[config.mk]
export PLATFORM = sky130hd
export DESIGN_NAME = pfie_flow_unit
export DESIGN_NICKNAME = d
export VERILOG_FILES = /design/src/rtl/pfie_pkg.sv /design/src/rtl/pfie_flow_unit.sv /design/src/rtl/pfie_target_calc.sv
export VERILOG_INCLUDE_DIRS = /design/src /design/src/rtl
export SDC_FILE = /design/constraint.sdc
export NUM_CORES = 1
export LEC_CHECK = 0
export BUFFER_PORTS_ARGS = -buffer_cell sky130_fd_sc_hd__buf_2
export CORE_ASPECT_RATIO = 1.4
export CORE_MARGIN = 5
export CORE_UTILIZATION = 45
export CTS_CLUSTER_DIAMETER = 30
export DETAILED_ROUTE_END_ITERATION = 12
export GPL_TIMING_DRIVEN = 1
export PLACE_DENSITY = 0.65
export SLEW_MARGIN = 20
export SYNTH_ARGS = -nofsm -noshare
export SYNTH_HDL_FRONTEND = slang
export SYNTH_SLANG_ARGS = --single-unit
[constraint.sdc]
create_clock -name clk_sys -period 9.8 [get_ports clk_sys]
set_input_delay 1.96 -clock clk_sys [delete_from_list [all_inputs] [get_ports clk_sys]]
set_output_delay 1.96 -clock clk_sys [all_outputs]
set_load 0.05 [all_outputs]
[src/rtl/pfie_defines.svh]
// Constants for the program flow and interrupt entry unit.
// Assumes inclusion by bare name from rtl/ files only.
`ifndef PFIE_DEFINES_SVH
`define PFIE_DEFINES_SVH

`define PFIE_PC_W         32
`define PFIE_PC_RST       32'h0000_0100
`define PFIE_IO_LO        32'hFFFF_E000
`define PFIE_IO_LO24      24'hFF_E000
`define PFIE_FLG_MASTER_IRQ_ENABLE     7
`define PFIE_FLG_CHAINED_IRQ_ENABLE    1
`define PFIE_FLAGS_RST    8'h00
`define PFIE_PAD_BYTE     8'h00
`define PFIE_SP_RST       32'h0000_0000
`define PFIE_PAD_SKIP     32'h0000_0001
`define PFIE_BYTE_STEP    32'h0000_0001
`define PFIE_SAFE_PC      32'h0000_0000

`endif

[src/rtl/pfie_pkg.sv]
// Types shared by the program flow and interrupt entry unit.
// Assumes nothing beyond a SystemVerilog compiler.
package pfie_pkg;
    typedef enum logic [1:0] {
        PFIE_REL8  = 2'h0,
        PFIE_REL12 = 2'h1,
        PFIE_REL16 = 2'h2,
        PFIE_REL24 = 2'h3
    } pfie_rel_e;

    typedef enum logic [2:0] {
        PFIE_OP_NONE = 3'h0,
        PFIE_OP_JDIR = 3'h1,
        PFIE_OP_JREL = 3'h2,
        PFIE_OP_EI   = 3'h3,
        PFIE_OP_DI   = 3'h4,
        PFIE_OP_INTERRUPT_RETURN_INSTR = 3'h5,
        PFIE_OP_SEQ  = 3'h6
    } pfie_op_e;

    // Instruction boundary request from the decoder
    typedef struct packed {
        pfie_op_e    op;
        pfie_rel_e   rel_size;
        logic [31:0] operand;
        logic [31:0] next_pc;
    } pfie_instr_s;

    // Byte memory access towards stack and vector space
    typedef struct packed {
        logic        req;
        logic        we;
        logic [31:0] addr;
        logic [7:0]  wdata;
    } pfie_mem_s;
endpackage

[src/rtl/pfie_flow_unit.sv]
// Program flow and vectored interrupt entry/return sequencer.
// Assumes a byte-wide memory port with a mem_ready handshake of any latency and an external
// interrupt controller that presents one prioritised request.
//
// Operation
// - fetch only from even addresses (sequential, EI and DI paths load instr.next_pc with bit0 unchanged)
// - never fetch from the I/O block
// - direct jump loads operand, bit0 ignored
// - relative jump adds sign-extended offset
// - enabled request diverts to service routine
// - each interrupt has 32-bit vector quad
// - enable/disable instructions set/clear master enable
// - flags write also updates master enable
// - push flags then zero pad byte
// - push PC low, copy enable, push rest
// - clear master enable before vector fetch
// - read vector MSB first into PC
// - decrement stack pointer before each store
// - plain return pops PC, skips pad, flags
// - chained return loads vector, no pops
`timescale 1ns/1ns
`default_nettype none
`include "pfie_defines.svh"
module pfie_flow_unit
    import pfie_pkg::*;
(
    input  wire logic                 clk_sys,     // Core clock
    input  wire logic                 rst_n,       // Sync reset, active low
    input  wire pfie_pkg::pfie_instr_s instr,      // Boundary instruction info
    input  wire logic                 instr_valid, // Instruction completes now
    output logic                      instr_ready, // Unit can take instruction
    input  wire logic                 flags_we,    // Direct flags write
    input  wire logic [7:0]           flags_wdata, // Flags write data
    input  wire logic [31:0]          sp_in,       // Stack pointer value
    output logic [31:0]               sp_ff,       // Stack pointer as kept here
    input  wire logic                 irq_req,     // Prioritised request
    input  wire logic [31:0]          irq_vec_addr,// Vector quad address
    output logic                      irq_ack,     // Request taken
    output pfie_pkg::pfie_mem_s       mem_ff,      // Byte memory access
    input  wire logic                 mem_ready,   // Access completes
    input  wire logic [7:0]           mem_rdata,   // Read byte
    output logic [31:0]               fetch_pc_ff, // Next fetch address
    output logic                      fetch_en_ff, // Fetch permitted
    output logic [7:0]                flags_ff,    // Flags byte
    output logic                      busy         // Sequence running
);
    typedef enum logic [6:0] {
        PFIE_IDLE  = 7'b000_0001,
        PFIE_PUSH  = 7'b000_0010,
        PFIE_VEC   = 7'b000_0100,
        PFIE_POPPC = 7'b000_1000,
        PFIE_POPFL = 7'b001_0000,
        PFIE_WAIT  = 7'b010_0000,
        PFIE_SETSP = 7'b100_0000
    } pfie_state_e;

    pfie_state_e state_ff;
    pfie_state_e nxt_state;
    logic [2:0]  cnt_ff;
    logic [2:0]  nxt_cnt;
    logic [31:0] nxt_sp;
    logic [31:0] nxt_pc;
    logic [31:0] vaddr_ff;
    logic [31:0] nxt_vaddr;
    logic [7:0]  nxt_flags;
    pfie_mem_s   nxt_mem;
    logic        nxt_fetch_en;
    logic [31:0] jmp_target;
    logic        master_irq_enable;
    logic        in_io;

    assign master_irq_enable = flags_ff[`PFIE_FLG_MASTER_IRQ_ENABLE];

    pfie_target_calc u_tgt (
        .pc       (instr.next_pc),
        .direct   (instr.op == PFIE_OP_JDIR),
        .rel_size (instr.rel_size),
        .operand  (instr.operand),
        .target   (jmp_target)
    );

    assign instr_ready = (state_ff == PFIE_IDLE);
    assign busy        = (state_ff != PFIE_IDLE);
    assign irq_ack     = (state_ff == PFIE_IDLE) && instr_valid && irq_req && master_irq_enable
                         && (instr.op != PFIE_OP_INTERRUPT_RETURN_INSTR);

    // Byte pushed at push step n: flags, pad, PC low to high
    function automatic logic [7:0] push_byte(input logic [2:0] n, input logic [7:0] f,
                                             input logic [31:0] p);
        logic [7:0] b;
        b = 8'h00;
        case (n)
            3'd0:    b = f;
            3'd1:    b = `PFIE_PAD_BYTE;
            3'd2:    b = p[7:0];
            3'd3:    b = p[15:8];
            3'd4:    b = p[23:16];
            3'd5:    b = p[31:24];
            default: b = 8'h00;
        endcase
        return b;
    endfunction

    always_comb begin
        nxt_state    = state_ff;
        nxt_cnt      = cnt_ff;
        nxt_sp       = sp_ff;
        nxt_pc       = fetch_pc_ff;
        nxt_vaddr    = vaddr_ff;
        nxt_flags    = flags_ff;
        nxt_mem      = mem_ff;
        nxt_fetch_en = fetch_en_ff;
        case (state_ff)
            PFIE_IDLE: begin
                nxt_mem.req = 1'b0;
                if (flags_we) begin
                    nxt_flags = flags_wdata;
                end
                if (instr_valid) begin
                    nxt_sp       = sp_in;
                    nxt_pc       = instr.next_pc;
                    nxt_fetch_en = 1'b1;
                    case (instr.op)
                        PFIE_OP_JDIR, PFIE_OP_JREL: nxt_pc = jmp_target;
                        PFIE_OP_EI: nxt_flags[`PFIE_FLG_MASTER_IRQ_ENABLE] = 1'b1;
                        PFIE_OP_DI: nxt_flags[`PFIE_FLG_MASTER_IRQ_ENABLE] = 1'b0;
                        default: nxt_pc = instr.next_pc;
                    endcase
                    if (instr.op == PFIE_OP_INTERRUPT_RETURN_INSTR) begin
                        nxt_fetch_en = 1'b0;
                        if (flags_ff[`PFIE_FLG_CHAINED_IRQ_ENABLE] && irq_req) begin
                            nxt_flags[`PFIE_FLG_MASTER_IRQ_ENABLE] = 1'b0;
                            nxt_vaddr = irq_vec_addr;
                            nxt_cnt   = 3'd0;
                            nxt_state = PFIE_VEC;
                        end else begin
                            nxt_cnt   = 3'd0;
                            nxt_state = PFIE_POPPC;
                        end
                    end else if (irq_req && master_irq_enable) begin
                        nxt_fetch_en = 1'b0;
                        nxt_vaddr    = irq_vec_addr;
                        nxt_cnt      = 3'd0;
                        nxt_state    = PFIE_SETSP;
                    end
                end
            end
            PFIE_SETSP: begin
                // Predecrement, then store the byte at the new pointer
                nxt_sp        = sp_ff - `PFIE_BYTE_STEP;
                nxt_mem.req   = 1'b1;
                nxt_mem.we    = 1'b1;
                nxt_mem.addr  = sp_ff - `PFIE_BYTE_STEP;
                nxt_mem.wdata = push_byte(cnt_ff, flags_ff, fetch_pc_ff);
                nxt_state     = PFIE_PUSH;
            end
            PFIE_PUSH: begin
                if (mem_ready) begin
                    nxt_mem.req = 1'b0;
                    if (cnt_ff == 3'd2) begin
                        nxt_flags[`PFIE_FLG_CHAINED_IRQ_ENABLE] = master_irq_enable;
                    end
                    if (cnt_ff == 3'd5) begin
                        nxt_flags[`PFIE_FLG_MASTER_IRQ_ENABLE] = 1'b0;
                        nxt_cnt   = 3'd0;
                        nxt_state = PFIE_VEC;
                    end else begin
                        nxt_cnt   = cnt_ff + 3'd1;
                        nxt_state = PFIE_SETSP;
                    end
                end
            end
            PFIE_VEC: begin
                nxt_mem.req   = 1'b1;
                nxt_mem.we    = 1'b0;
                nxt_mem.addr  = vaddr_ff + {29'h0000_0000, cnt_ff};
                nxt_mem.wdata = 8'h00;
                if (mem_ff.req && !mem_ff.we && mem_ready) begin
                    // Quad is big-endian: byte 0 is bits 31:24
                    case (cnt_ff)
                        3'd0:    nxt_pc[31:24] = mem_rdata;
                        3'd1:    nxt_pc[23:16] = mem_rdata;
                        3'd2:    nxt_pc[15:8]  = mem_rdata;
                        default: nxt_pc[7:0]   = mem_rdata;
                    endcase
                    nxt_mem.req = 1'b0;
                    if (cnt_ff == 3'd3) begin
                        nxt_state = PFIE_WAIT;
                    end else begin
                        nxt_cnt = cnt_ff + 3'd1;
                    end
                end
            end
            PFIE_POPPC: begin
                nxt_mem.req   = 1'b1;
                nxt_mem.we    = 1'b0;
                nxt_mem.addr  = sp_ff;
                nxt_mem.wdata = 8'h00;
                if (mem_ff.req && !mem_ff.we && mem_ready) begin
                    case (cnt_ff)
                        3'd0:    nxt_pc[31:24] = mem_rdata;
                        3'd1:    nxt_pc[23:16] = mem_rdata;
                        3'd2:    nxt_pc[15:8]  = mem_rdata;
                        default: nxt_pc[7:0]   = mem_rdata;
                    endcase
                    nxt_mem.req = 1'b0;
                    if (cnt_ff == 3'd3) begin
                        nxt_sp    = sp_ff + `PFIE_BYTE_STEP + `PFIE_PAD_SKIP;
                        nxt_state = PFIE_POPFL;
                    end else begin
                        nxt_sp  = sp_ff + `PFIE_BYTE_STEP;
                        nxt_cnt = cnt_ff + 3'd1;
                    end
                end
            end
            PFIE_POPFL: begin
                nxt_mem.req   = 1'b1;
                nxt_mem.we    = 1'b0;
                nxt_mem.addr  = sp_ff;
                nxt_mem.wdata = 8'h00;
                if (mem_ff.req && !mem_ff.we && mem_ready) begin
                    nxt_flags   = mem_rdata;
                    nxt_sp      = sp_ff + `PFIE_BYTE_STEP;
                    nxt_mem.req = 1'b0;
                    nxt_state   = PFIE_WAIT;
                end
            end
            PFIE_WAIT: begin
                nxt_pc[0]    = 1'b0;
                nxt_fetch_en = 1'b1;
                nxt_state    = PFIE_IDLE;
            end
            default: begin
                nxt_state = PFIE_IDLE;
            end
        endcase
        // Fetch block for the I/O region, also with upper byte ignored
        in_io = (nxt_pc >= `PFIE_IO_LO) || (nxt_pc[23:0] >= `PFIE_IO_LO24);
        if (nxt_fetch_en && in_io) begin
            nxt_fetch_en = 1'b0;
        end
    end

    always_ff @(posedge clk_sys) begin
        if (!rst_n) begin
            state_ff    <= PFIE_IDLE;
            cnt_ff      <= 3'd0;
            sp_ff       <= `PFIE_SP_RST;
            fetch_pc_ff <= `PFIE_PC_RST;
            vaddr_ff    <= 32'h0000_0000;
            flags_ff    <= `PFIE_FLAGS_RST;
            mem_ff      <= '0;
            fetch_en_ff <= 1'b1;
        end else begin
            state_ff    <= nxt_state;
            cnt_ff      <= nxt_cnt;
            sp_ff       <= nxt_sp;
            fetch_pc_ff <= nxt_pc;
            vaddr_ff    <= nxt_vaddr;
            flags_ff    <= nxt_flags;
            mem_ff      <= nxt_mem;
            fetch_en_ff <= nxt_fetch_en;
        end
    end
endmodule
`default_nettype wire

[src/rtl/pfie_target_calc.sv]
// Jump target formation: direct and sign-extended relative forms.
// Assumes combinational use inside the flow unit.
`timescale 1ns/1ns
`default_nettype none
`include "pfie_defines.svh"
module pfie_target_calc
    import pfie_pkg::*;
(
    input  wire logic [31:0]       pc,        // Base program counter
    input  wire logic              direct,    // Direct address form
    input  wire pfie_pkg::pfie_rel_e rel_size, // Relative field width
    input  wire logic [31:0]       operand,   // Operand bytes
    output logic [31:0]            target     // Even target address
);
    logic [31:0] ofs;

    always_comb begin
        case (rel_size)
            PFIE_REL8:  ofs = {{24{operand[7]}}, operand[7:0]};
            PFIE_REL12: ofs = {{20{operand[11]}}, operand[11:0]};
            PFIE_REL16: ofs = {{16{operand[15]}}, operand[15:0]};
            PFIE_REL24: ofs = {{8{operand[23]}}, operand[23:0]};
            default:    ofs = 32'h0000_0000;
        endcase
        if (direct) begin
            target = {operand[31:1], 1'b0};
        end else begin
            target = {ofs[31:1] + pc[31:1], 1'b0};
        end
    end
endmodule
`default_nettype wire

# == Word level (Yosys, flattened, before mapping) ==
# Cells that the tools add are included.
# word_totals
out_inout_bits,118
input_bits,155
ff_bits,157
# classes
n_reduce_logical,33
magnitude_cmp,2
n_mux,63
eq_ne,36
n_addsub,6
# op_table
op,count
32-bit 2-to-1 mux,11
32-bit case mux with 4 select lines,2
41-bit case mux with 3 select lines,1
7-bit 2-to-1 mux,10
"32-bit by 1-bit adder with 32-bit output, second input constant",2
31-bit case mux with 2 select lines,1
8-bit 2-to-1 mux,6
7-bit case mux with 6 select lines,1
8-bit case mux with 5 select lines,1
32-bit by 3-bit adder with 32-bit output,1
"32-bit greater-or-equal comparator, second input constant",1
"32-bit by 1-bit subtractor with 32-bit output, second input constant",1
31-bit adder,1
"24-bit greater-or-equal comparator, second input constant",1
3-bit 2-to-1 mux,7
"2-bit != test, second input constant",10
1-bit 2-to-1 mux,13
"3-bit by 2-bit equality test with 1-bit output, second input constant",4
"3-bit equality test, second input constant",4
4-bit AND reduction,3
5-bit case mux with 2 select lines,1
1-bit logical AND,9
1-bit case mux with 3 select lines,3
3-bit case mux with 3 select lines,1
32 further kinds,45

# == Longest topological paths before layout ==
# depth
ltp_word,11
depth_mapped,16

# == Cells and area by module ==
# From an unflattened synthesis, not the netlist that was laid out.
# hier_totals
cells_unflattened,1842
area_unflattened_um2,13233.9
# by_module_without_submodules
mod,area_per_inst_um2,cells_each,n_inst
pfie_flow_unit,11035.6,1490,1
pfie_target_calc,2198.4,352,1

# == Worst setup path after synthesis ==
# No wires, ideal clock.
# synth_path
path_kind,in2out
start,input instr_valid
end,output irq_ack
path_buffers,2
slack_ps,4487
stages,4
t_arrival_ps,3353
cell_sequence,clkbuf_1 nand4b_1 clkbuf_1 nor2_1
# synth_via
elab_chain_len,4
# synth_lines
element,line_no,text
start: declaration,pfie_flow_unit.sv:30,"input wire logic instr_valid,"
1-bit logical AND (3 in series),pfie_flow_unit.sv:84,assign irq_ack = (state_ff == PFIE_IDLE) && instr_valid && irq_req && master_irq_enable
1-bit logical AND,pfie_flow_unit.sv:85,&& (instr.op != PFIE_OP_INTERRUPT_RETURN_INSTR);
end: declaration,pfie_flow_unit.sv:38,"output logic irq_ack,"
# No other way between the ends.

# == Worst setup path in the final report ==
# layout_path
start,input instr[64] in the netlist's numbering
end,register fetch_en_ff
# layout_via
elab_chain_len,11
word_cells_on_any_way,15
cone_classes,1 x add/sub; 2 x order compare; 3 x eq/ne; 6 x mux; 3 x reduce/logical
# layout_lines
element,line_no,text
start: declaration,pfie_flow_unit.sv:29,"input wire pfie_pkg::pfie_instr_s instr,"
2-bit equality test (tied with other cells),pfie_target_calc.sv:18,case (rel_size)
32-bit case mux with 4 select lines *,pfie_target_calc.sv:18,
31-bit adder *,pfie_target_calc.sv:28,"target = {ofs[31:1] + pc[31:1], 1'b0};"
32-bit 2-to-1 mux *,pfie_target_calc.sv:25,if (direct) begin
32-bit 2-to-1 mux *,pfie_flow_unit.sv:123,case (instr.op)
32-bit 2-to-1 mux *,pfie_flow_unit.sv:119,if (instr_valid) begin
31-bit case mux with 2 select lines *,pfie_flow_unit.sv:113,case (state_ff)
32-bit greater-or-equal comparator (no line) / 24-bit greater-or-equal comparator (equally long branches),--,
1-bit logical OR *,pfie_flow_unit.sv:238,in_io = (nxt_pc >= `PFIE_IO_LO) || (nxt_pc[23:0] >= `PFIE_IO_LO24);
1-bit logical AND *,pfie_flow_unit.sv:239,if (nxt_fetch_en && in_io) begin
1-bit 2-to-1 mux *,pfie_flow_unit.sv:239,
end signal: assignment,pfie_flow_unit.sv:262,fetch_en_ff <= nxt_fetch_en;
end: declaration,pfie_flow_unit.sv:43,"output logic fetch_en_ff,"
# Mark *: on every way between the ends. The rest lies on a longest branch, timed or not. The select of a mux whose other input is x is not followed.
# A chain may end at the register's enable or synchronous reset.

==> results.md <==
- RSZ-0062 raised after global routing: no
- Status: finished, final reports clean
- Avg Cell Area, Syn: roughly 7 um^2
- Synth Register Bits: 157
- M2 GR Usage: 56.12%
- Most common cell after layout, fill and taps aside: buf_2
- Synth warnings: 0
- Vias per cell: 6.231
- Leakage power: a little under 6 nW
- Pwr/cell area: roughly 260 nW/um^2
- Number of port buffers: about 270
- Async S/R FF share, synth: 0%
- Worst slew margin: 32.56%
- Setup violators final: 0
- Max Clock Freq: between 150 and 200 MHz
- Fillers: roughly 2.8k
- GRT met3 Usage: 6.137%
- Post-synthesis cell area: 12560 um^2
- Die H: roughly 210 um
- Met1 Use GR: 34.39%
- Share of cells above drive strength 1: approximately 19%
- Area Growth Syn to Fin: 17.17%
- Worst Max-Slew Pin Slew: 1.012 ns
- Htree depth: 4
- Endpoints failing hold: 0
- First-pass GRT wire length: 78.49 mm
- Largest net degree at the start of global routing: between 90 and 100
- Number of synthesized flops with an enable pin: 0
- Largest cells by area after synthesis: dfxtp_1 25%, nand2_1 7.9%, a21oi_1 7.0%
- CTS max path bufs: 2
- Tmin final: 5.596 ns
- Via count: 14.48k
- Area leader, netlist: dfxtp_1
- Wire length per cell: 22.49 um
- Clock Skews: 0.01160 ns
- Crit path kind: input pin to flip-flop
- HPWL Detailed: 39.92 mm
- Req. time, crit path: 10.14 ns
- Vias in the first global route: between 10k and 15k
- Startpoint types: input pin
- DRC: 0
- Netlist cell types: 81
- CP Max Fanout: 16
- Multi-input gate area: between 8000 and 9000 um^2
- Initial DRT Pass Iterations: 8
- Worst-path clk slew: approximately 0.060 ns
- Post-CTS setup buffer count: 0
- GP Congestion: 0.9933
- Place WS: 3.821 ns
- CTS Hold Bufs: 0
- Final worst setup slack: 4.204 ns
- Period utilization: 57.10%
- Initial Utilization: 45.56%
- Worst hold-check path type: flip-flop to flip-flop
- Register area share after synthesis: 25.02%
- DR iter-0 viols: 1217
- Final Max Tran Viols: 0
- Top_reg_cell synth: dfxtp_1
- Total Die Area: 31400 um^2
- IO Count: 273
- Num CTS Buffers: 17
- Most frequent cells in the layout: 271 x buf_2, 265 x nand2_1, 175 x a21oi_1
- Hold Slack: 0.4739 ns
- Post-synth top area share: 25.02%
- Arr. time, crit path: 5.94 ns
- Cts repair resizes: 0
- Max-cap violations: 0
- Drt total wl: roughly 52 mm
- Initial antenna violation count: 3
- CTS tree: built
- Synth Net Count: 1956
- CP Capture Type: flip-flop
- Antenna Nets Post-Route: 0
- GRT Total Usage: 32.20%
- Synth Instances: 1754
- Nets: 2142
- GRT Max-Usage Layer: met2
- Die Width: 151.2 um
- Register area: 3143 um^2
- Root Buffer: clkbuf_16
- Max IR drop VDD: 0.1702 mV
- Skew-Pair Late Insertion Delay: 0.45 ns
- Setup TNS: 0 ns
- Core Region: approximately 28000 um^2
- Placement row count: 72
- Clock sink count: roughly 160
- GRT overflow: 0
## final timing paths
check        depth (start not counted)           to       start  slack (ns)
max                                 16  fetch_en_ff   instr[64]        4.20
min                                  2   mem_ff[10]  mem_ff[10]        0.47
max reg2reg                         11    sp_ff[24]    sp_ff[0]        5.42
min reg2reg                          2   mem_ff[10]  mem_ff[10]        0.47
## per-stage QoR
stage	cell area, um^2	power (W)	util (%)	std cells
detailed placement	14120	0.003081	51.23	2291
global placement	14120	0.003063	51.23	2291
floorplan	12560	0.002502	-	1754
global route	14710	0.004001	53.37	2322
finish	14720	0.003792	53.38	2323
CTS	14710	0.003778	53.37	2322
## metal layers
metal | vias up | share of wire (%)
li1 | 6818 | -
met1 | 6831 | 35
met2 | 660 | 50
met3 | 162 | 7.2
met4 | 4 | 7.6
met5 | - | 0.059
## kinds of logic (layout without fill, tap and decap cells)
logic type	count (synthesis)	in the layout	share of synthesized area (%)
adders and majority gates	47	47	4.802
and+or+nand+nor	677	677	25.67
other	0	1	0
DFF	157	157	25.02
AOI/OAI and AO/OA	580	580	29.87
buffers and inverters	153	351	4.792
muxes	8	8	0.6376
xor gates and xnor gates	132	132	9.205
## where the power goes
part | leakage, nW | internal [W] | switching (W)
Sequential | 1.28 | 0.000777 | 0.000335
Combinational | 4.23 | 0.000618 | 0.00137
Clock | 0.283 | 0.000409 | 0.000284
Total | 5.80 | 0.00180 | 0.00199
## state kept, by name, summed over array words and instances, names as in the netlist
register,count
cnt_ff,3
fetch_en_ff,1
fetch_pc_ff,32
flags_ff,8
mem_ff,42
sp_ff,32
state_ff,7
vaddr_ff,32
## synth_stat cells, types with 10 or more instances
master,instances
nor3_1,35
and3_1,11
ha_1,45
buf_2,18
a21oi_1,176
nor2_1,162
a221oi_1,31
clkbuf_1,97
and2_1,17
xor2_1,55
or3_1,17
a31oi_1,30
buf_1,10
o22ai_1,17
a22oi_1,45
o21ai_0,114
a21o_1,20
nand3_1,55
dfxtp_1,157
o211ai_1,26
a211oi_1,15
nand2_1,265
inv_1,25
nand4_1,21
a222oi_1,16
nor2b_1,10
xnor2_1,77
nor4_1,15
## critical path, cell delays in order
cell and delay [ns]:
buf_2 0.26, nor2b_1 0.09, a211oi_1 0.22, buf_4 0.22, a21oi_1 0.06, ha_1 0.39, and3_1 0.26, nand3_1 0.11
a211o_1 0.34, a211oi_1 0.67, o21ai_0 0.23, xor2_1 0.18, a31oi_1 0.21, and4b_1 0.24, nand4b_1 0.20, o31a_1 0.29
## final cells by class
cell class | instances | area share, %
clock inverters | 8 | 0.9013
diodes | 1 | 0.01701
inverters | 26 | 0.6802
multi-input cells | 1444 | 60.39
well taps | 370 | 3.146
clock buffers | 23 | 3.112
repair buffers | 294 | 10.39
flip-flops and latches | 157 | 21.36
Note: power is estimated with default switching activity, not from simulation.
